==> src/rcs_pkg.sv <==
// package for the reset cause and start-up block
package rcs_pkg;
    // register byte offsets on the AXI4-Lite slave
    localparam logic [7:0] RCS_OFF_CAUSE   = 8'h00;
    localparam logic [7:0] RCS_OFF_STATUS  = 8'h04;
    localparam logic [7:0] RCS_OFF_BORCTL  = 8'h08;
    localparam logic [7:0] RCS_OFF_WDTCTL  = 8'h0C;
    localparam logic [7:0] RCS_OFF_SEQ     = 8'h10;

    // reset_cause_flags field positions
    localparam int RCS_B_OVF = 7;
    localparam int RCS_B_UNF = 6;
    localparam int RCS_B_WDT = 4;
    localparam int RCS_B_PIN = 3;
    localparam int RCS_B_SWR = 2;
    localparam int RCS_B_POR = 1;
    localparam int RCS_B_BOR = 0;
    localparam logic [7:0] RCS_CAUSE_WMASK = 8'hDF;

    // cpu_status field positions
    localparam int RCS_B_TO = 4;
    localparam int RCS_B_PD = 3;

    // brownout_control fields
    localparam int RCS_B_SW_BO_EN = 7;
    localparam int RCS_B_BO_FAST  = 6;
    localparam int RCS_B_BO_READY = 0;
    localparam logic [7:0] RCS_BORCTL_RST = 8'h80;

    localparam logic [4:0] RCS_WD_PRESC_RST = 5'h0B;

    localparam logic [7:0] RCS_CAUSE_RST  = 8'h1C;
    localparam logic [7:0] RCS_STATUS_RST = 8'h18;

    localparam logic [14:0] RCS_RESET_VEC = 15'h0000;
    localparam logic [14:0] RCS_IRQ_VEC   = 15'h0004;

    // timing
    localparam int RCS_CLK_MHZ     = 200;
    localparam int RCS_PUD_MS      = 64;
    localparam int RCS_PUD_CYC     = RCS_PUD_MS * 1000 * RCS_CLK_MHZ;
    localparam int RCS_WDT_BASE_US = 1000;
    localparam int RCS_WDT_CYC     = RCS_WDT_BASE_US * RCS_CLK_MHZ;
    localparam int RCS_CNT_W       = 32;

    localparam logic [1:0] RCS_RESP_OKAY   = 2'b00;
    localparam logic [1:0] RCS_RESP_SLVERR = 2'b10;

    typedef enum logic [1:0] {
        RCS_ST_HOLD = 2'b00,
        RCS_ST_WAIT = 2'b01,
        RCS_ST_RUN  = 2'b11,
        RCS_ST_SLP  = 2'b10
    } rcs_state_t;

    typedef struct packed {
        logic por;
        logic bor;
        logic lp_bor;
        logic prog_exit;
        logic sw_reset;
        logic stack_over;
        logic stack_under;
        logic wdt_clear;
        logic sleep_enter;
        logic irq_wake;
    } rcs_evt_t;

    typedef struct packed {
        logic stack_fault_reset_enable;
        logic powerup_delay_enable_n;
        logic pin_reset_enable;
        logic ost_required;
        logic global_irq_enable;
    } rcs_cfg_t;
endpackage : rcs_pkg

==> src/rcs_reset_cause.sv <==
// reset merge, start-up sequencing, cause flags and AXI4-Lite registers
//
// Our own choices: the AXI4-Lite register port and the address map.
`timescale 1ns/1ps
`default_nettype none
module rcs_reset_cause
    import rcs_pkg::*;
#(
    parameter int PUD_CYCLES  = RCS_PUD_CYC,
    parameter int WDT_CYCLES  = RCS_WDT_CYC
) (
    input  wire logic        aclk,
    input  wire logic        aresetn,
    input  wire rcs_evt_t    evt,
    input  wire rcs_cfg_t    cfg,
    input  wire logic        external_reset_pin,
    input  wire logic        ost_done,
    input  wire logic        brownout_ready,
    input  wire logic [14:0] wake_pc,
    output logic             core_reset_n,
    output logic             pc_load,
    output logic [14:0]      pc_value,
    output logic             push_return,
    output logic             sleeping,
    input  wire logic [7:0]  s_axi_awaddr,
    input  wire logic        s_axi_awvalid,
    output logic             s_axi_awready,
    input  wire logic [31:0] s_axi_wdata,
    input  wire logic [3:0]  s_axi_wstrb,
    input  wire logic        s_axi_wvalid,
    output logic             s_axi_wready,
    output logic [1:0]       s_axi_bresp,
    output logic             s_axi_bvalid,
    input  wire logic        s_axi_bready,
    input  wire logic [7:0]  s_axi_araddr,
    input  wire logic        s_axi_arvalid,
    output logic             s_axi_arready,
    output logic [31:0]      s_axi_rdata,
    output logic [1:0]       s_axi_rresp,
    output logic             s_axi_rvalid,
    input  wire logic        s_axi_rready
);
    // two-stage synchronisers for pin and off-domain levels
    logic [1:0] pin_s_r;
    logic [1:0] ost_s_r;
    logic [1:0] rdy_s_r;
    always_ff @(posedge aclk) begin
        pin_s_r <= {pin_s_r[0], external_reset_pin};
        ost_s_r <= {ost_s_r[0], ost_done};
        rdy_s_r <= {rdy_s_r[0], brownout_ready};
    end
    logic pin_n;
    logic ost_ok;
    assign pin_n  = pin_s_r[1];
    assign ost_ok = ost_s_r[1];

    rcs_state_t state_r;
    logic [RCS_CNT_W-1:0] pud_cnt_r;
    logic [RCS_CNT_W-1:0] wdt_cnt_r;
    logic [7:0]  cause_r;
    logic [7:0]  status_r;
    logic [7:0]  borctl_r;
    logic [4:0]  wd_presc_r;

    logic pwr_evt;
    logic bor_evt;
    logic pin_low;
    logic wdt_expire;
    logic stk_rst;
    logic sw_rst;
    logic in_sleep;
    logic wake_irq;
    logic wake_wdt;
    assign pwr_evt    = evt.por | evt.prog_exit;
    assign bor_evt    = evt.bor | evt.lp_bor;
    assign pin_low    = cfg.pin_reset_enable & ~pin_n;
    assign in_sleep   = (state_r == RCS_ST_SLP);
    assign wdt_expire = (wdt_cnt_r >= RCS_CNT_W'(WDT_CYCLES - 1))
                        & (state_r == RCS_ST_RUN || in_sleep);
    assign stk_rst    = (evt.stack_over | evt.stack_under)
                        & cfg.stack_fault_reset_enable;
    assign sw_rst     = evt.sw_reset & (state_r == RCS_ST_RUN);
    assign wake_wdt   = wdt_expire & in_sleep;
    assign wake_irq   = evt.irq_wake & in_sleep;

    logic any_reset;
    // watchdog in sleep wakes instead of resetting
    assign any_reset = pwr_evt | bor_evt | pin_low | sw_rst | stk_rst
                       | (wdt_expire & ~in_sleep);

    // power-up timer counts from the release of power-on or brown-out
    // it runs on while the pin is low, so a late pin release starts at once
    logic pud_done;
    assign pud_done = cfg.powerup_delay_enable_n
                      | (pud_cnt_r >= RCS_CNT_W'(PUD_CYCLES));
    always_ff @(posedge aclk) begin
        if (!aresetn || pwr_evt || bor_evt) begin
            pud_cnt_r <= '0;
        end else if (!pud_done) begin
            pud_cnt_r <= pud_cnt_r + 1'b1;
        end
    end

    // watchdog period counter, restarted by the clear instruction
    always_ff @(posedge aclk) begin
        if (!aresetn || any_reset || evt.wdt_clear || wake_wdt ||
            state_r == RCS_ST_HOLD || state_r == RCS_ST_WAIT) begin
            wdt_cnt_r <= '0;
        end else begin
            wdt_cnt_r <= wdt_cnt_r + 1'b1;
        end
    end

    // sequencer
    logic go_ok;
    assign go_ok = pud_done & (~cfg.ost_required | ost_ok) & ~pin_low;
    always_ff @(posedge aclk) begin
        if (!aresetn) begin
            state_r <= RCS_ST_HOLD;
        end else if (any_reset) begin
            state_r <= RCS_ST_HOLD;
        end else begin
            case (state_r)
                RCS_ST_HOLD: state_r <= RCS_ST_WAIT;
                RCS_ST_WAIT: if (go_ok) begin
                    state_r <= RCS_ST_RUN;
                end
                RCS_ST_RUN:  if (evt.sleep_enter) begin
                    state_r <= RCS_ST_SLP;
                end
                RCS_ST_SLP:  if (wake_irq || wake_wdt) begin
                    state_r <= RCS_ST_RUN;
                end
                default:     state_r <= RCS_ST_HOLD;
            endcase
        end
    end

    // core side outputs, all registered
    always_ff @(posedge aclk) begin
        if (!aresetn) begin
            core_reset_n <= 1'b0;
            pc_load      <= 1'b0;
            pc_value     <= RCS_RESET_VEC;
            push_return  <= 1'b0;
            sleeping     <= 1'b0;
        end else begin
            core_reset_n <= ~any_reset & (state_r == RCS_ST_RUN
                            || state_r == RCS_ST_SLP
                            || (state_r == RCS_ST_WAIT && go_ok));
            sleeping     <= in_sleep & ~any_reset & ~wake_irq & ~wake_wdt;
            push_return  <= 1'b0;
            pc_load      <= 1'b0;
            // a held pin reset keeps pc_load high until the pin is released
            if (any_reset) begin
                pc_load  <= 1'b1;
                pc_value <= RCS_RESET_VEC;
            end else if (wake_irq && cfg.global_irq_enable) begin
                pc_load     <= 1'b1;
                push_return <= 1'b1;
                pc_value    <= RCS_IRQ_VEC;
            end else if (wake_irq || wake_wdt) begin
                pc_load  <= 1'b1;
                pc_value <= wake_pc + 15'h0001;
            end
        end
    end

    // AXI4-Lite write path: address and data taken in either order
    logic        aw_have_r;
    logic        w_have_r;
    logic [7:0]  aw_addr_r;
    logic [31:0] w_data_r;
    logic [3:0]  w_strb_r;
    logic        wr_go;
    assign wr_go = aw_have_r & w_have_r & ~s_axi_bvalid;
    always_ff @(posedge aclk) begin
        if (!aresetn) begin
            aw_have_r     <= 1'b0;
            w_have_r      <= 1'b0;
            aw_addr_r     <= 8'h00;
            w_data_r      <= 32'h0000_0000;
            w_strb_r      <= 4'h0;
            s_axi_awready <= 1'b0;
            s_axi_wready  <= 1'b0;
            s_axi_bvalid  <= 1'b0;
            s_axi_bresp   <= RCS_RESP_OKAY;
        end else begin
            s_axi_awready <= ~aw_have_r & ~s_axi_awready;
            s_axi_wready  <= ~w_have_r & ~s_axi_wready;
            if (s_axi_awvalid && s_axi_awready) begin
                aw_have_r     <= 1'b1;
                aw_addr_r     <= s_axi_awaddr;
                s_axi_awready <= 1'b0;
            end
            if (s_axi_wvalid && s_axi_wready) begin
                w_have_r     <= 1'b1;
                w_data_r     <= s_axi_wdata;
                w_strb_r     <= s_axi_wstrb;
                s_axi_wready <= 1'b0;
            end
            if (wr_go) begin
                aw_have_r    <= 1'b0;
                w_have_r     <= 1'b0;
                s_axi_bvalid <= 1'b1;
                s_axi_bresp  <= addr_ok(aw_addr_r) ? RCS_RESP_OKAY : RCS_RESP_SLVERR;
            end else if (s_axi_bvalid && s_axi_bready) begin
                s_axi_bvalid <= 1'b0;
            end
        end
    end

    function automatic logic addr_ok(input logic [7:0] a);
        if (a == RCS_OFF_CAUSE || a == RCS_OFF_STATUS || a == RCS_OFF_BORCTL
            || a == RCS_OFF_WDTCTL || a == RCS_OFF_SEQ) begin
            return 1'b1;
        end else begin
            return 1'b0;
        end
    endfunction : addr_ok

    logic wr_cause;
    logic wr_bor;
    logic wr_wdt;
    // only byte lane 0 carries register bits
    assign wr_cause = wr_go & w_strb_r[0] & (aw_addr_r == RCS_OFF_CAUSE);
    assign wr_bor   = wr_go & w_strb_r[0] & (aw_addr_r == RCS_OFF_BORCTL);
    assign wr_wdt   = wr_go & w_strb_r[0] & (aw_addr_r == RCS_OFF_WDTCTL);

    // cause flags: firmware write first, hardware events override
    logic [7:0] cause_nxt;
    always_comb begin
        cause_nxt = cause_r;
        if (wr_cause) begin
            cause_nxt = w_data_r[7:0] & RCS_CAUSE_WMASK;
        end
        if (pwr_evt) begin
            cause_nxt = RCS_CAUSE_RST;
            cause_nxt[RCS_B_BOR] = cause_r[RCS_B_BOR];
        end else if (bor_evt) begin
            cause_nxt[RCS_B_OVF] = 1'b0;
            cause_nxt[RCS_B_UNF] = 1'b0;
            cause_nxt[RCS_B_WDT] = 1'b1;
            cause_nxt[RCS_B_PIN] = 1'b1;
            cause_nxt[RCS_B_SWR] = 1'b1;
            cause_nxt[RCS_B_POR] = cause_r[RCS_B_POR];
            cause_nxt[RCS_B_BOR] = 1'b0;
        end else begin
            if (evt.stack_over) begin
                cause_nxt[RCS_B_OVF] = 1'b1;
            end
            if (evt.stack_under) begin
                cause_nxt[RCS_B_UNF] = 1'b1;
            end
            if (wdt_expire && !in_sleep) begin
                cause_nxt[RCS_B_WDT] = 1'b0;
            end
            if (pin_low) begin
                cause_nxt[RCS_B_PIN] = 1'b0;
            end
            if (sw_rst) begin
                cause_nxt[RCS_B_SWR] = 1'b0;
            end
        end
        cause_nxt[5] = 1'b0;
    end

    // time-out and power-down bits
    logic [7:0] status_nxt;
    always_comb begin
        status_nxt = status_r;
        if (pwr_evt || bor_evt) begin
            status_nxt = RCS_STATUS_RST;
        end else if (wdt_expire && !in_sleep) begin
            status_nxt[RCS_B_TO] = 1'b0;
        end else if (wake_wdt) begin
            status_nxt[RCS_B_TO] = 1'b0;
            status_nxt[RCS_B_PD] = 1'b0;
        end else if ((pin_low && in_sleep) || wake_irq) begin
            status_nxt[RCS_B_TO] = 1'b1;
            status_nxt[RCS_B_PD] = 1'b0;
        end else if (evt.wdt_clear && state_r == RCS_ST_RUN) begin
            status_nxt[RCS_B_TO] = 1'b1;
            status_nxt[RCS_B_PD] = 1'b1;
        end else if (evt.sleep_enter && state_r == RCS_ST_RUN) begin
            status_nxt[RCS_B_TO] = 1'b1;
            status_nxt[RCS_B_PD] = 1'b0;
        end
    end

    always_ff @(posedge aclk) begin
        if (!aresetn) begin
            // bench reset leaves the power-on flag clear, as after power-on
            cause_r  <= RCS_CAUSE_RST & ~(8'h01 << RCS_B_POR);
            status_r <= RCS_STATUS_RST;
        end else begin
            cause_r  <= cause_nxt;
            status_r <= status_nxt;
        end
    end

    always_ff @(posedge aclk) begin
        if (!aresetn) begin
            borctl_r <= RCS_BORCTL_RST;
            wd_presc_r <= RCS_WD_PRESC_RST;
        end else begin
            // ready bit is a read-only view of the detector
            if (wr_bor) begin
                borctl_r[RCS_B_SW_BO_EN] <= w_data_r[RCS_B_SW_BO_EN];
                borctl_r[RCS_B_BO_FAST]  <= w_data_r[RCS_B_BO_FAST];
            end
            if (wr_wdt) begin
                wd_presc_r <= w_data_r[5:1];
            end
        end
    end

    // AXI4-Lite read path
    always_ff @(posedge aclk) begin
        if (!aresetn) begin
            s_axi_arready <= 1'b0;
            s_axi_rvalid  <= 1'b0;
            s_axi_rdata   <= 32'h0000_0000;
            s_axi_rresp   <= RCS_RESP_OKAY;
        end else begin
            s_axi_arready <= ~s_axi_rvalid & ~s_axi_arready;
            if (s_axi_arvalid && s_axi_arready) begin
                s_axi_arready <= 1'b0;
                s_axi_rvalid  <= 1'b1;
                s_axi_rresp   <= RCS_RESP_OKAY;
                if (s_axi_araddr == RCS_OFF_CAUSE) begin
                    s_axi_rdata <= {24'h00_0000, cause_r};
                end else if (s_axi_araddr == RCS_OFF_STATUS) begin
                    s_axi_rdata <= {24'h00_0000, status_r & 8'h18};
                end else if (s_axi_araddr == RCS_OFF_BORCTL) begin
                    s_axi_rdata <= {24'h00_0000, borctl_r[7:6], 5'h00, rdy_s_r[1]};
                end else if (s_axi_araddr == RCS_OFF_WDTCTL) begin
                    s_axi_rdata <= {24'h00_0000, 2'b00, wd_presc_r, 1'b0};
                end else if (s_axi_araddr == RCS_OFF_SEQ) begin
                    s_axi_rdata <= {30'h0000_0000, state_r};
                end else begin
                    s_axi_rdata <= 32'h0000_0000;
                    s_axi_rresp <= RCS_RESP_SLVERR;
                end
            end else if (s_axi_rvalid && s_axi_rready) begin
                s_axi_rvalid <= 1'b0;
            end
        end
    end
endmodule : rcs_reset_cause
`default_nettype wire

==> config.mk <==
export PLATFORM = sky130hd
export DESIGN_NAME = rcs_reset_cause
export DESIGN_NICKNAME = d
export VERILOG_FILES = /design/src/rcs_pkg.sv /design/src/rcs_reset_cause.sv
export SDC_FILE = /design/constraint.sdc
export NUM_CORES = 1
export LEC_CHECK = 0
export ABC_AREA = 1
export BUFFER_PORTS_ARGS = -buffer_cell sky130_fd_sc_hd__clkbuf_2
export CORE_MARGIN = 8
export CORE_UTILIZATION = 35
export CTS_BUF_LIST = sky130_fd_sc_hd__clkbuf_2
export DETAILED_ROUTE_END_ITERATION = 8
export PLACE_DENSITY_LB_ADDON = 0.2
export SYNTH_ARGS = -nofsm -noshare
export SYNTH_HDL_FRONTEND = slang
export SYNTH_SLANG_ARGS = --single-unit
==> constraint.sdc <==
create_clock -name aclk -period 1.9 [get_ports aclk]
set_input_delay 0.095 -clock aclk [delete_from_list [all_inputs] [get_ports aclk]]
set_output_delay 0.095 -clock aclk [all_outputs]
set_load 0.01 [all_outputs]
# == After elaboration in Yosys (flattened, before gate mapping) ==
# Cells that the tools add are included.
# word_totals
regBits,168
input_bits,92
out_inout_bits,60
word_cells,202
# classes
addsub,3
magnitude_cmp,2
eq_ne,14
mux,40
bitwise_logic,50
reduce_logical,56
# ops
cell,count
$add 32x1->32 const B,2
$eq 8x4->1 const B,4
$ge 32x18->1 const B,1
$ge 32x24->1 const B,1
$mux 8,4
$mux 2,15
$and 1x1->1,22
$not 1->1,18
$reduce_bool 2->1,9
$mux 1,17
$eq 8x3->1 const B,2
$eq 8x5->1 const B,2
$logic_not 8->1,2
$logic_or 1x1->1,16
$add 15x1->15 const B,1
$reduce_or 2->1,7
$logic_and 1x1->1,11
$or 1x1->1,10
$pmux 2 s4,1
$mux 3,2
$mux 6,1
$reduce_and 2->1,3
$reduce_or 3->1,2
$reduce_bool 5->1,1
other kinds (8),11

# == Depth between registers and ports, before layout ==
# Gate-level depths: netlist of the first run.
# depth
ltp_word,11
depth_mapped,13
ltp_nobuf,12

# == Worst setup path after synthesis of the first run ==
# Ideal clock, no wire load.
# synth_timing
kind,reg2reg
startpoint,reg wdt_cnt_r[0]
endpoint,reg pc_value[3]
setup_time_ps,116
arrival_time_ps,1400
setup_slack_ps,384
stages_incl_launch_ff,12
n_path_buf,1
period_less_slack_ps,1516
path_cell_list,dfxtp_1 > ha_1 > nand3_2 > o21ai_1 > nand2_1 > nand2_1 > nand2_2 > nand2_4 > nand2_4 > nand4_1 > buf_4 > nor2_1
# synth_between
elab_chain_len,5
word_cells_on_any_way,7
cone_classes,1 x order compare; 4 x bitwise; 2 x reduce/logical
# synth_lines
item,line_no,text
from (decl),rcs_reset_cause.sv:59,logic [RCS_CNT_W-1:0] wdt_cnt_r;
from (signal assigned),rcs_reset_cause.sv:110,wdt_cnt_r <= wdt_cnt_r + 1'b1;
$ge 32x18->1 *,rcs_reset_cause.sv:78,assign wdt_expire = (wdt_cnt_r >= RCS_CNT_W'(WDT_CYCLES - 1))
$and 1x1->1 *,rcs_reset_cause.sv:79,& (state_r == RCS_ST_RUN || in_sleep);
$and 1x1->1,rcs_reset_cause.sv:89,| (wdt_expire & ~in_sleep);
$or 1x1->1,rcs_reset_cause.sv:89,
$reduce_or 3->1 (no line),-,
to (signal assigned),rcs_reset_cause.sv:164,pc_value <= wake_pc + 15'h0001;
to (decl),rcs_reset_cause.sv:22,"output logic [14:0] pc_value,"
# Every way passes the cells marked *; elsewhere a longest branch is shown, timed or not.
# A chain may end at the register's enable or synchronous reset.

# == Worst setup path in the final report of the first run ==
# layout_timing
startpoint,in s_axi_araddr[4]
endpoint,reg s_axi_rdata[6]
# layout_between
elab_chain_len,4
word_cells_on_any_way,6
cone_classes,2 x eq/ne; 3 x mux; 1 x reduce/logical
# layout_lines
item,line_no,text
from (decl),rcs_reset_cause.sv:35,"input wire logic [7:0] s_axi_araddr,"
$eq 8x4->1,rcs_reset_cause.sv:335,end else if (s_axi_araddr == RCS_OFF_BORCTL) begin
$mux 8,rcs_reset_cause.sv:335,
$mux 8,rcs_reset_cause.sv:333,end else if (s_axi_araddr == RCS_OFF_STATUS) begin
$mux 8 *,rcs_reset_cause.sv:331,if (s_axi_araddr == RCS_OFF_CAUSE) begin
to (signal assigned),rcs_reset_cause.sv:332,"s_axi_rdata <= {24'h00_0000, cause_r};"
to (signal assigned),rcs_reset_cause.sv:334,"s_axi_rdata <= {24'h00_0000, status_r & 8'h18};"
to (signal assigned),rcs_reset_cause.sv:336,"s_axi_rdata <= {24'h00_0000, borctl_r[7:6], 5'h00, rdy_s_r[1]};"
to (decl),rcs_reset_cause.sv:38,"output logic [31:0] s_axi_rdata,"
# Marked as above.

==> results of run 1 <==
==> stage by stage <==
step / worst slack [ns] / power, mW
after detailed placement: 0.152 / 3.51
after global placement: 0.170 / 3.51
after CTS: 0.0237 / 5.37
after global routing: -0.00489 / 5.59
after floorplan: 0.384 / 3.39
final: 0.128 / 5.31
==> sequential cells by signal, summed over array words and instances (netlist names), 5 cells and up <==
signal,count
wdt_cnt_r,32
aw_addr_r,8
cause_r,7
pud_cnt_r,32
wd_presc_r,5
s_axi_rdata,8
pc_value,15
w_data_r,8
==> Yosys cell counts (7+ instances only) <==
| cell type | instances | area share (%) |
|---|---|---|
| xnor2_1 | 18 | 2.4 |
| clkbuf_1 | 8 | 0.47 |
| nand2_1 | 154 | 9.0 |
| inv_1 | 77 | 4.5 |
| xor2_1 | 25 | 3.4 |
| nand3_1 | 43 | 3.3 |
| buf_4 | 31 | 3.6 |
| nor3_1 | 30 | 2.3 |
| o21ai_0 | 42 | 3.3 |
| dfxtp_1 | 141 | 44 |
| nor3b_1 | 7 | 0.82 |
| nor2_1 | 94 | 5.5 |
| a21oi_1 | 58 | 4.5 |
| nand4_1 | 23 | 2.2 |
==> per-layer routing <==
layer	vias up	routed length [um]
met1	2685	7510
met4	0	210
met5	-	0
met3	17	1000
met2	131	7940
li1	3111	-
==> worst min-delay path by stage <==
stage,start,end,slack (ns),depth (start not counted)
3_3_place_gp,ost_done,ost_s_r[0],0.20,1
2_1_floorplan,ost_done,ost_s_r[0],0.12,0
6_report,s_axi_araddr[0],s_axi_rresp[1],0.04,7
4_1_cts,s_axi_araddr[7],s_axi_rdata[1],0.01,8
3_5_place_dp,ost_done,ost_s_r[0],0.20,1
5_1_grt,s_axi_araddr[0],s_axi_rresp[1],0.04,7
==> layout make-up <==
type | count | area, um2
antenna | 1 | 2.50
clock buffer | 18 | 90.1
clock inverter | 14 | 131
fill | 1846 | 9580
inverter | 85 | 325
multi-input combinational | 598 | 3160
sequential | 141 | 2830
tap | 229 | 287
timing repair buffer | 210 | 1620
==> power by group <==
part,switching (mW),internal [mW]
registers,0.0373,3.04
clock network,1.19,0.503
logic,0.278,0.269
==> worst reg2reg max path, cell delays in order (launching register included) <==
cell and delay [ns]:
dfxtp_1 0.38, nand2_2 0.20, clkinvlp_4 0.27, o21ai_0 0.22
a31oi_1 0.06, dlygate4sd3_1 0.55
==> logic make-up (layout without fill, tap and decap cells) <==
| kind of cell | after synthesis | in the layout | share of synthesized area, % |
|---|---|---|---|
| fa+ha+maj | 4 | 4 | 0.777 |
| simple gates | 385 | 386 | 28.4 |
| flops | 141 | 141 | 43.8 |
| compound gates | 125 | 125 | 10.6 |
| buf+inv | 135 | 327 | 10.5 |
| xor+xnor | 43 | 43 | 5.84 |
| other cells | 1 | 41 | 0.0582 |
==> timing repair <==
item,CTS,global route
hold buffers,101,2
hold endpoints to repair,116,1
gates resized for setup,0,20
setup buffers,0,1
setup endpoints to repair,0,26
==> qor.yml, run 1 <==
stdcell_area_um2: 8440
path_depth: 9
async_reset_ff_share_pct: 0
boundaryPins: 152
setup-violations-final: 0
antenna_found_initial: 1
tns_ns: 0
drv_cap: 0
min_period_ns: 1.77
synth_ff_type: "dfxtp_1"
synth_area_um2: 6440
worst_pin_slew_ns: 0.573
synth_edf_count: 0
grt_use_met2_pct: 24.8
startpoint_type: "input pin"
worst_setup_path_end_kind: "register"
setup.worst_path.end: "s_axi_rdata[6]"
grt_pass1_wl_um: 27800
hold_slack_ns: 0.0409
root_buffer: "clkbuf_2"
path_cells: "dlygate4sd3_1 > clkbuf_2 > nor2_4 > inv_1 > nor2_1 > dlygate4sd3_1 > nand2_1 > a31o_2 > inv_1"
drive_gt1_share_pct: 18.9
r2r-start: "s_axi_arready"
slew_headroom_pct: 61.7
cts_buffers: 17
max_stage_delay_ns: 0.67
worstPathMaxFanout: 7
drt_iter0_drc: 315
ys_seq_area_share_pct: 43.8
port_buffers: 98
vias: 5944
crit_arrival_ns: 2.46
die_h_um: 152
syn2layout_area_growth_pct: 31.0
hp-class: "input pin to register"
dp_cells: 1162
fin_cells: 1296
initial_core_util_pct: 35.8
finish.utilization_pct: 46.8
ant_nets: 0
yosysWarnings: 0
final_nets: 1149
htreeDepth: 4
grt-ovfl-total: 0
core_um2: 18000
routed_wl_um: 16700
fmaxAchievable_mhz: 564
busiest_layer: "met2"
routedWlPerCell_um: 12.9
synthDistinctLibCells: 44
firstDrtPassIters: 5
p_per_area_nw_per_um2: 629
slew_violations: 0
critPathSlowestCell: "dlygate4sd3_1"
cts_sinks: 141
placed_cell_area_um2: 7140
finClkSkew_ns: 0.0376
avgSynthCellArea_um2: 7.73
worstRegToRegCells: 5
layout_commonest_cell: "nand2_1"
post-route-period-util_pct: 93.3
ir_worst_vdd_mv: 0.494
status: "completed"
die-width_um: 152
worstSkewPairLatency_ns: 0.72
worst_ep_required_time_ns: 2.59
r2r_slack_ns: 0.14
ys_ff_latch: 141
r2r-end: "s_axi_rdata[4]"
cts_buffer_depth: 2
cts_tree: "built"
crit_start: "s_axi_araddr[4]"
synthesis.instances: 834
die_area_um2: 23000
drc: 0
crit_type: "input pin to register"
final_cell_mix: "151 x nand2_1, 134 x dfxtp_1, 116 x clkbuf_2, 99 x dlygate4sd3_1, 92 x nor2_1"
gr-usage-met3_pct: 4.51
hold_viol: 0
cts.clk_slew.worst_paths_ns: 0.23
grt_max_degree: 33
path_delay_family: "buffers and inverters"
critPathBufInv: 5
gp_congestion: 0.823
grt_pass1_vias: 5817
hpwl_um: 11500
p_leak_nw: 3.46
grt_util_met1_pct: 18.2
fp-row-count: 49
via_per_inst: 4.59
grt.total_usage_pct: 14.9
(Power assumes the default switching activity.)
==> inputs of run 2 (changes only) <==
--- a/config.mk
+++ b/config.mk
@@ -7,6 +7,8 @@
 export LEC_CHECK = 0
 export ABC_AREA = 1
 export BUFFER_PORTS_ARGS = -buffer_cell sky130_fd_sc_hd__clkbuf_2
+export CELL_PAD_IN_SITES_DETAIL_PLACEMENT = 0
+export CELL_PAD_IN_SITES_GLOBAL_PLACEMENT = 1
 export CORE_MARGIN = 8
 export CORE_UTILIZATION = 35
 export CTS_BUF_LIST = sky130_fd_sc_hd__clkbuf_2
==> qor.yml, run 2 (synthesized netlist as in run 1, its figures left out) <==
tns_ns: 0  # unchanged
slew_violations: 0  # unchanged
rsz0062_at_grt: "no"
die_h_um: 152  # unchanged
finClkSkew_ns: 0.0263  # -0.0113 ns
gp_congestion: 0.792  # -3.8%
dp_cells: 1165  # +0.26%
core_um2: 18000  # unchanged
switching_power_mw: 1.46  # -3.2%
grt_pass1_vias: 5791  # -0.45%
hp-class: "input pin to register"
final_cell_mix: "151 x nand2_1, 140 x dfxtp_1, 117 x clkbuf_2, 103 x dlygate4sd3_1, 91 x nor2_1"
worst_ep_required_time_ns: 2.57  # -0.02 ns
routedWlPerCell_um: 12.7  # -1.2%
p_per_area_nw_per_um2: 622  # -1.2%
syn2layout_area_growth_pct: 31.2
worstPathMaxFanout: 5  # -2
pwr-share-clk_pct: 30.9  # -0.9 points
drv_cap: 0  # unchanged
setup_slack_ns: 0.0511  # -0.0768 ns
status: "completed"
cts_sinks: 141  # unchanged
p_leak_nw: 3.47  # +0.29%
setup-violations-final: 0  # unchanged
vias: 5889  # -0.93%
drive_gt1_share_pct: 18.5  # -0.50 points
fp-row-count: 49  # unchanged
routed_wl_um: 16600  # -0.62%
root_buffer: "clkbuf_2"
slew_headroom_pct: 66.6  # +4.9 points
boundaryPins: 152  # unchanged
place_ws_ns: 0.156  # +0.00484 ns
largestRegisters: "pud_cnt_r: 32 flops, wdt_cnt_r: 32 flops, pc_value: 15 flops"
cts_buffer_depth: 2  # unchanged
crit_type: "input pin to register"
pwr-share-comb_pct: 10.6  # +0.3 points
worstSkewPairLatency_ns: 0.73  # about the same
worst_setup_path_end_kind: "register"
fin_cells: 1303  # +0.54%
antenna_found_initial: 1  # unchanged
fmaxAchievable_mhz: 541  # -4.2%
ant_nets: 0  # unchanged
p_int_mw: 3.80  # -0.18%
final_nets: 1156  # +0.61%
port_buffers: 98  # unchanged
grt_pass1_wl_um: 27800  # +0.35%
die_area_um2: 23000  # unchanged
post-route-period-util_pct: 97.3  # +4.0 points
grt_max_degree: 31  # -6.1%
via_per_inst: 4.52  # -1.5%
firstDrtPassIters: 5  # unchanged
crit_arrival_ns: 2.52  # +0.06 ns
cts.clk_slew.worst_paths_ns: 0.21  # -0.02 ns
total_power_mw: 5.26  # -1.0%
drc: 0  # unchanged
drt_iter0_drc: 257  # -18%
cts_buffers: 17  # unchanged
startpoint_type: "input pin"
min_period_ns: 1.85  # +0.0768 ns
swShare_pct: 27.7  # -0.62 points
die-width_um: 152  # unchanged
cts_tree: "built"
htreeDepth: 4  # unchanged
worst_pin_slew_ns: 0.500  # -0.0722 ns
hold_viol: 0  # unchanged
grt-ovfl-total: 0  # unchanged
layout_commonest_cell: "nand2_1"
grt.total_usage_pct: 15.0  # +0.094 points
initial_core_util_pct: 35.8  # unchanged
hpwl_um: 11800  # +3.4%
seqPwrFrac_pct: 58.5  # +0.6 points
ir_worst_vdd_mv: 0.418  # -15%
-- run 2: area by class of cell --
cell class / instances / area, um2
antenna: 1 / 2.50
clock buffer: 19 / 95.1
clock inverter: 13 / 118
fill: 1832 / 9570
inverter: 85 / 325
multi-input combinational: 597 / 3130
sequential: 141 / 2820
tap: 229 / 287
timing repair buffer: 218 / 1680
-- run 2: metal layers --
layer | vias to the layer above | share of wire [%] | GRT usage [%]
li1 | 3125 | - | -
met1 | 2631 | 46 | 18.6
met2 | 111 | 47 | 24.5
met3 | 22 | 5.0 | 4.66
met4 | 0 | 1.7 | 4.65
met5 | - | 0 | 0
-- run 2: power by group through the flow --
| stage | logic [mW] | registers (mW) | clock network (mW) |
|---|---|---|---|
| floorplan | 0.257 | 3.13 | 0 |
| global placement | 0.382 | 3.13 | 0 |
| detailed placement | 0.382 | 3.13 | 0 |
| CTS | 0.544 | 3.07 | 1.70 |
| global route | 0.617 | 3.09 | 1.83 |
| finish | 0.557 | 3.07 | 1.63 |
-- run 2: repair_timing --
item	CTS	global route
hold buffers	104	1
endpoints found under the setup margin	0	15
resized for setup	0	13
endpoints found under the hold margin	115	1
buffers inserted	0	1
-- run 2: worst paths after layout --
check	startpoint	endpoint	slack (ns)	cells after the start
setup / recovery	s_axi_araddr[4]	s_axi_rdata[4]	0.05	9
hold / removal	s_axi_araddr[7]	s_axi_rdata[7]	0.12	8
setup reg to reg	status_r[3]	s_axi_rdata[3]	0.13	4
hold reg to reg	ost_s_r[0]	ost_s_r[1]	0.35	0
-- run 2: through the flow --
step | utilization (%) | hold slack [ns] | cell area, um2
6_report | 46.9 | 0.121 | 8460
5_1_grt | 46.9 | 0.0601 | 8460
4_1_cts | 46.6 | 0.0416 | 8410
3_5_place_dp | 39.7 | 0.199 | 7150
3_3_place_gp | 39.7 | 0.197 | 7150
2_1_floorplan | - | 0.123 | 6590
-- run 2: critical path, cell delays in order --
cell and delay [ns]:
dlygate4sd3_1 0.53, clkbuf_2 0.14, nor2_2 0.16, nand4_1 0.12, dlygate4sd3_1 0.60, inv_2 0.11, nand2_1 0.06, a31oi_1 0.15
dlygate4sd3_1 0.57
==> inputs of run 3 (changes only) <==
--- a/config.mk
+++ b/config.mk
@@ -5,10 +5,7 @@
 export SDC_FILE = /design/constraint.sdc
 export NUM_CORES = 1
 export LEC_CHECK = 0
-export ABC_AREA = 1
 export BUFFER_PORTS_ARGS = -buffer_cell sky130_fd_sc_hd__clkbuf_2
-export CELL_PAD_IN_SITES_DETAIL_PLACEMENT = 0
-export CELL_PAD_IN_SITES_GLOBAL_PLACEMENT = 1
 export CORE_MARGIN = 8
 export CORE_UTILIZATION = 35
 export CTS_BUF_LIST = sky130_fd_sc_hd__clkbuf_2
==> qor.yml, run 3 <==
status: "finished with violations"
violations: "negative setup slack"
synth_top_area_share_pct: 46.8  # +3.0 points
worstRegToRegCells: 6  # +2
r2r-end: "pud_cnt_r[9]"
cts_sinks: 141  # unchanged
boundaryPins: 152  # unchanged
cts_buffers: 17  # unchanged
synth_area_leaders: "dfxtp_1 47%, nand2_1 4.5%, xnor2_1 4.4%"
layout_commonest_cell: "dfxtp_1"
synth_common_cells: "141 x dfxtp_1, 73 x nand2_1, 65 x nor2_1, 33 x nand3_1, 30 x xnor2_1"
grt-ovfl-total: 0  # unchanged
ir_worst_vdd_mv: 0.315  # -25%
avgSynthCellArea_um2: 9.00  # +16%
initial_core_util_pct: 35.4  # -0.37 points
synth_edf_count: 0  # unchanged
cts.clk_slew.worst_paths_ns: 0.20  # about the same
die_area_um2: 21700  # -5.7%
hp-class: "input pin to register"
crit_type: "register to register"
gp_congestion: 0.799  # +0.91%
critPathSlowestCell: "or4_4"
place_ws_ns: -0.198  # -0.355 ns
largestRegisters: "pud_cnt_r: 32 flops, wdt_cnt_r: 32 flops, pc_value: 15 flops"
finClkSkew_ns: 0.0343  # +0.00797 ns
crit_arrival_ns: 2.66  # +0.14 ns
tns_ns: -2.16  # -2.16 ns
rsz0062_at_grt: "yes"
die_h_um: 147  # -2.9%
fmaxAchievable_mhz: 485  # -10%
root_buffer: "clkbuf_2"
startpoint_type: "register"
antenna_found_initial: 1  # unchanged
r2r-start: "pud_cnt_r[21]"
grt_max_degree: 27  # -13%
syn2layout_area_growth_pct: 46.8
critPathBufInv: 1  # -4
path_cells: "or4_4 > o311a_4 > buf_12 > nor4_2 > xnor2_1 > nor2_1"
port_buffers: 98  # unchanged
final_nets: 1031  # -11%
hpwl_um: 11000  # -6.9%
p_per_area_nw_per_um2: 598  # -3.8%
firstDrtPassIters: 4  # -1
vias: 5595  # -5.0%
post-route-period-util_pct: 108  # +11 points
worstPathMaxFanout: 10  # +5
yosysMostFrequentCell: "dfxtp_1"
synth_area_um2: 6040  # -6.3%
routed_wl_um: 16600  # +0.49%
worst_ep_required_time_ns: 2.50  # -0.07 ns
min_path_cells: 3  # -5
hold_viol: 0  # unchanged
htreeDepth: 4  # unchanged
synth_ff_type: "dfxtp_1"
grt_pass1_vias: 5502  # -5.0%
async_reset_ff_share_pct: 0  # unchanged
cts_tree: "built"
synthDistinctLibCells: 55  # +25%
ant_nets: 0  # unchanged
hold_end: "pc_value[0]"
ys_ff_latch: 141  # unchanged
hold_start: "wake_pc[0]"
yosysWarnings: 0  # unchanged
via_per_inst: 4.77  # +5.4%
routedWlPerCell_um: 14.2  # +12%
r2r_slack_ns: -0.16  # -0.29 ns
die-width_um: 147  # -2.9%
cts_buffer_depth: 2  # unchanged
ys_seq_area_share_pct: 46.8  # +3.0 points
path_delay_family: "simple AND/OR/NAND/NOR gates"
hold_slack_ns: 0.179  # +0.0578 ns
synthesis.instances: 671  # -20%
worstSkewPairLatency_ns: 0.70  # -0.03 ns
setup-violations-final: 27  # +27
slew_violations: 0  # unchanged
drive_gt1_share_pct: 28.3  # +9.8 points
core_um2: 17100  # -5.4%
setup_slack_ns: -0.160  # -0.211 ns
worst_setup_path_end_kind: "register"
yosysTopAreaCell: "dfxtp_1"
fp-row-count: 48  # -2.0%
max_stage_delay_ns: 0.53  # -0.07 ns
drc: 0  # unchanged
drv_cap: 0  # unchanged
grt.total_usage_pct: 14.5  # -0.56 points
p_leak_nw: 3.47  # about the same
final_cell_mix: "136 x dfxtp_1, 115 x clkbuf_2, 101 x dlygate4sd3_1, 72 x nand2_1"
drt_iter0_drc: 201  # -22%
min_period_ns: 2.06  # +0.211 ns
grt_pass1_wl_um: 25800  # -7.2%
-- run 3: changes by cell type in the layout (fill, tap and decap cells not counted), moves of 15 or more --
cell      before  now
a21boi_0       0   24
nand2_1      151   72
inv_1         75   11
o21ai_0       42   13
nor2_1        91   51
buf_4         14   51
a21oi_1       58   25
mux2i_1        0   17
nor3_1        29    9
a211oi_2       0   15
-- run 3: worst max-delay path by stage --
stage / start / endpoint / slack (ns) / cells after the start
floorplan: wdt_cnt_r[0] / wdt_cnt_r[0] / -0.09 / 7
global placement: pud_cnt_r[21] / pud_cnt_r[16] / -0.09 / 6
detailed placement: pud_cnt_r[21] / pud_cnt_r[10] / -0.20 / 6
CTS: pud_cnt_r[21] / pud_cnt_r[10] / -0.12 / 6
global route: pud_cnt_r[21] / pud_cnt_r[22] / -0.21 / 6
finish: pud_cnt_r[21] / pud_cnt_r[9] / -0.16 / 6
-- run 3: cell type report --
cell class	count	area, um2
flip-flops and latches	141	2830
well taps	225	282
repair buffers	262	2060
diodes	1	2.50
fillers	1573	8200
clock buffers	18	90.1
inverters	11	41.3
multi-input cells	502	3410
clock inverters	14	144
-- run 3: what timing repair did --
| action | CTS | global route |
|---|---|---|
| pin swaps | 7 | 24 |
| cloned | 1 | 4 |
| gates resized for setup | 13 | 80 |
| setup endpoints to repair | 37 | 68 |
| endpoints found under the hold margin | 113 | 1 |
| setup buffers | 5 | 7 |
| hold buffers | 100 | 1 |
-- run 3: cells by family (layout without fill, tap and decap cells) --
logic type | count (synthesis) | count (layout) | synth area share (%)
compound gates | 108 | 108 | 12.0
xor+xnor | 46 | 46 | 6.67
fa+ha+maj | 4 | 4 | 0.829
buf+inv | 67 | 305 | 6.03
flops | 141 | 141 | 46.8
mux | 20 | 20 | 3.36
other cells | 1 | 41 | 0.0621
simple gates | 284 | 284 | 24.2
-- run 3: power breakdown --
part / leakage [nW] / internal (mW) / switching [mW]
sequential: 1.15 / 3.02 / 0.0387
clock: 0.135 / 0.608 / 1.14
combinational: 2.19 / 0.261 / 0.231
total: 3.47 / 3.89 / 1.41
-- run 3: layer usage --
metal	wire length [um]	part of all wire (%)	global-route usage, %	vias to the layer above
li1	-	-	-	2817
met1	7470	45	17.2	2649
met2	8280	50	24.6	110
met3	684	4.1	3.84	19
met4	220	1.3	5.30	0
met5	0	0	0	-
-- run 3: metrics by stage --
step | std cells | utilization [%] | total power [mW] | instance area, um2
2_1_floorplan | 710 | - | 3.32 | 6270
3_3_place_gp | 1024 | 41.6 | 3.43 | 7100
3_5_place_dp | 1024 | 41.6 | 3.43 | 7100
4_1_cts | 1162 | 49.4 | 5.34 | 8430
5_1_grt | 1174 | 51.9 | 5.56 | 8860
6_report | 1174 | 51.9 | 5.30 | 8860
-- run 3: tightest hold or removal path: stages --
cell	delay [ns]
dlygate4sd3_1	0.52
clkbuf_2	0.16
a211oi_2	0.07
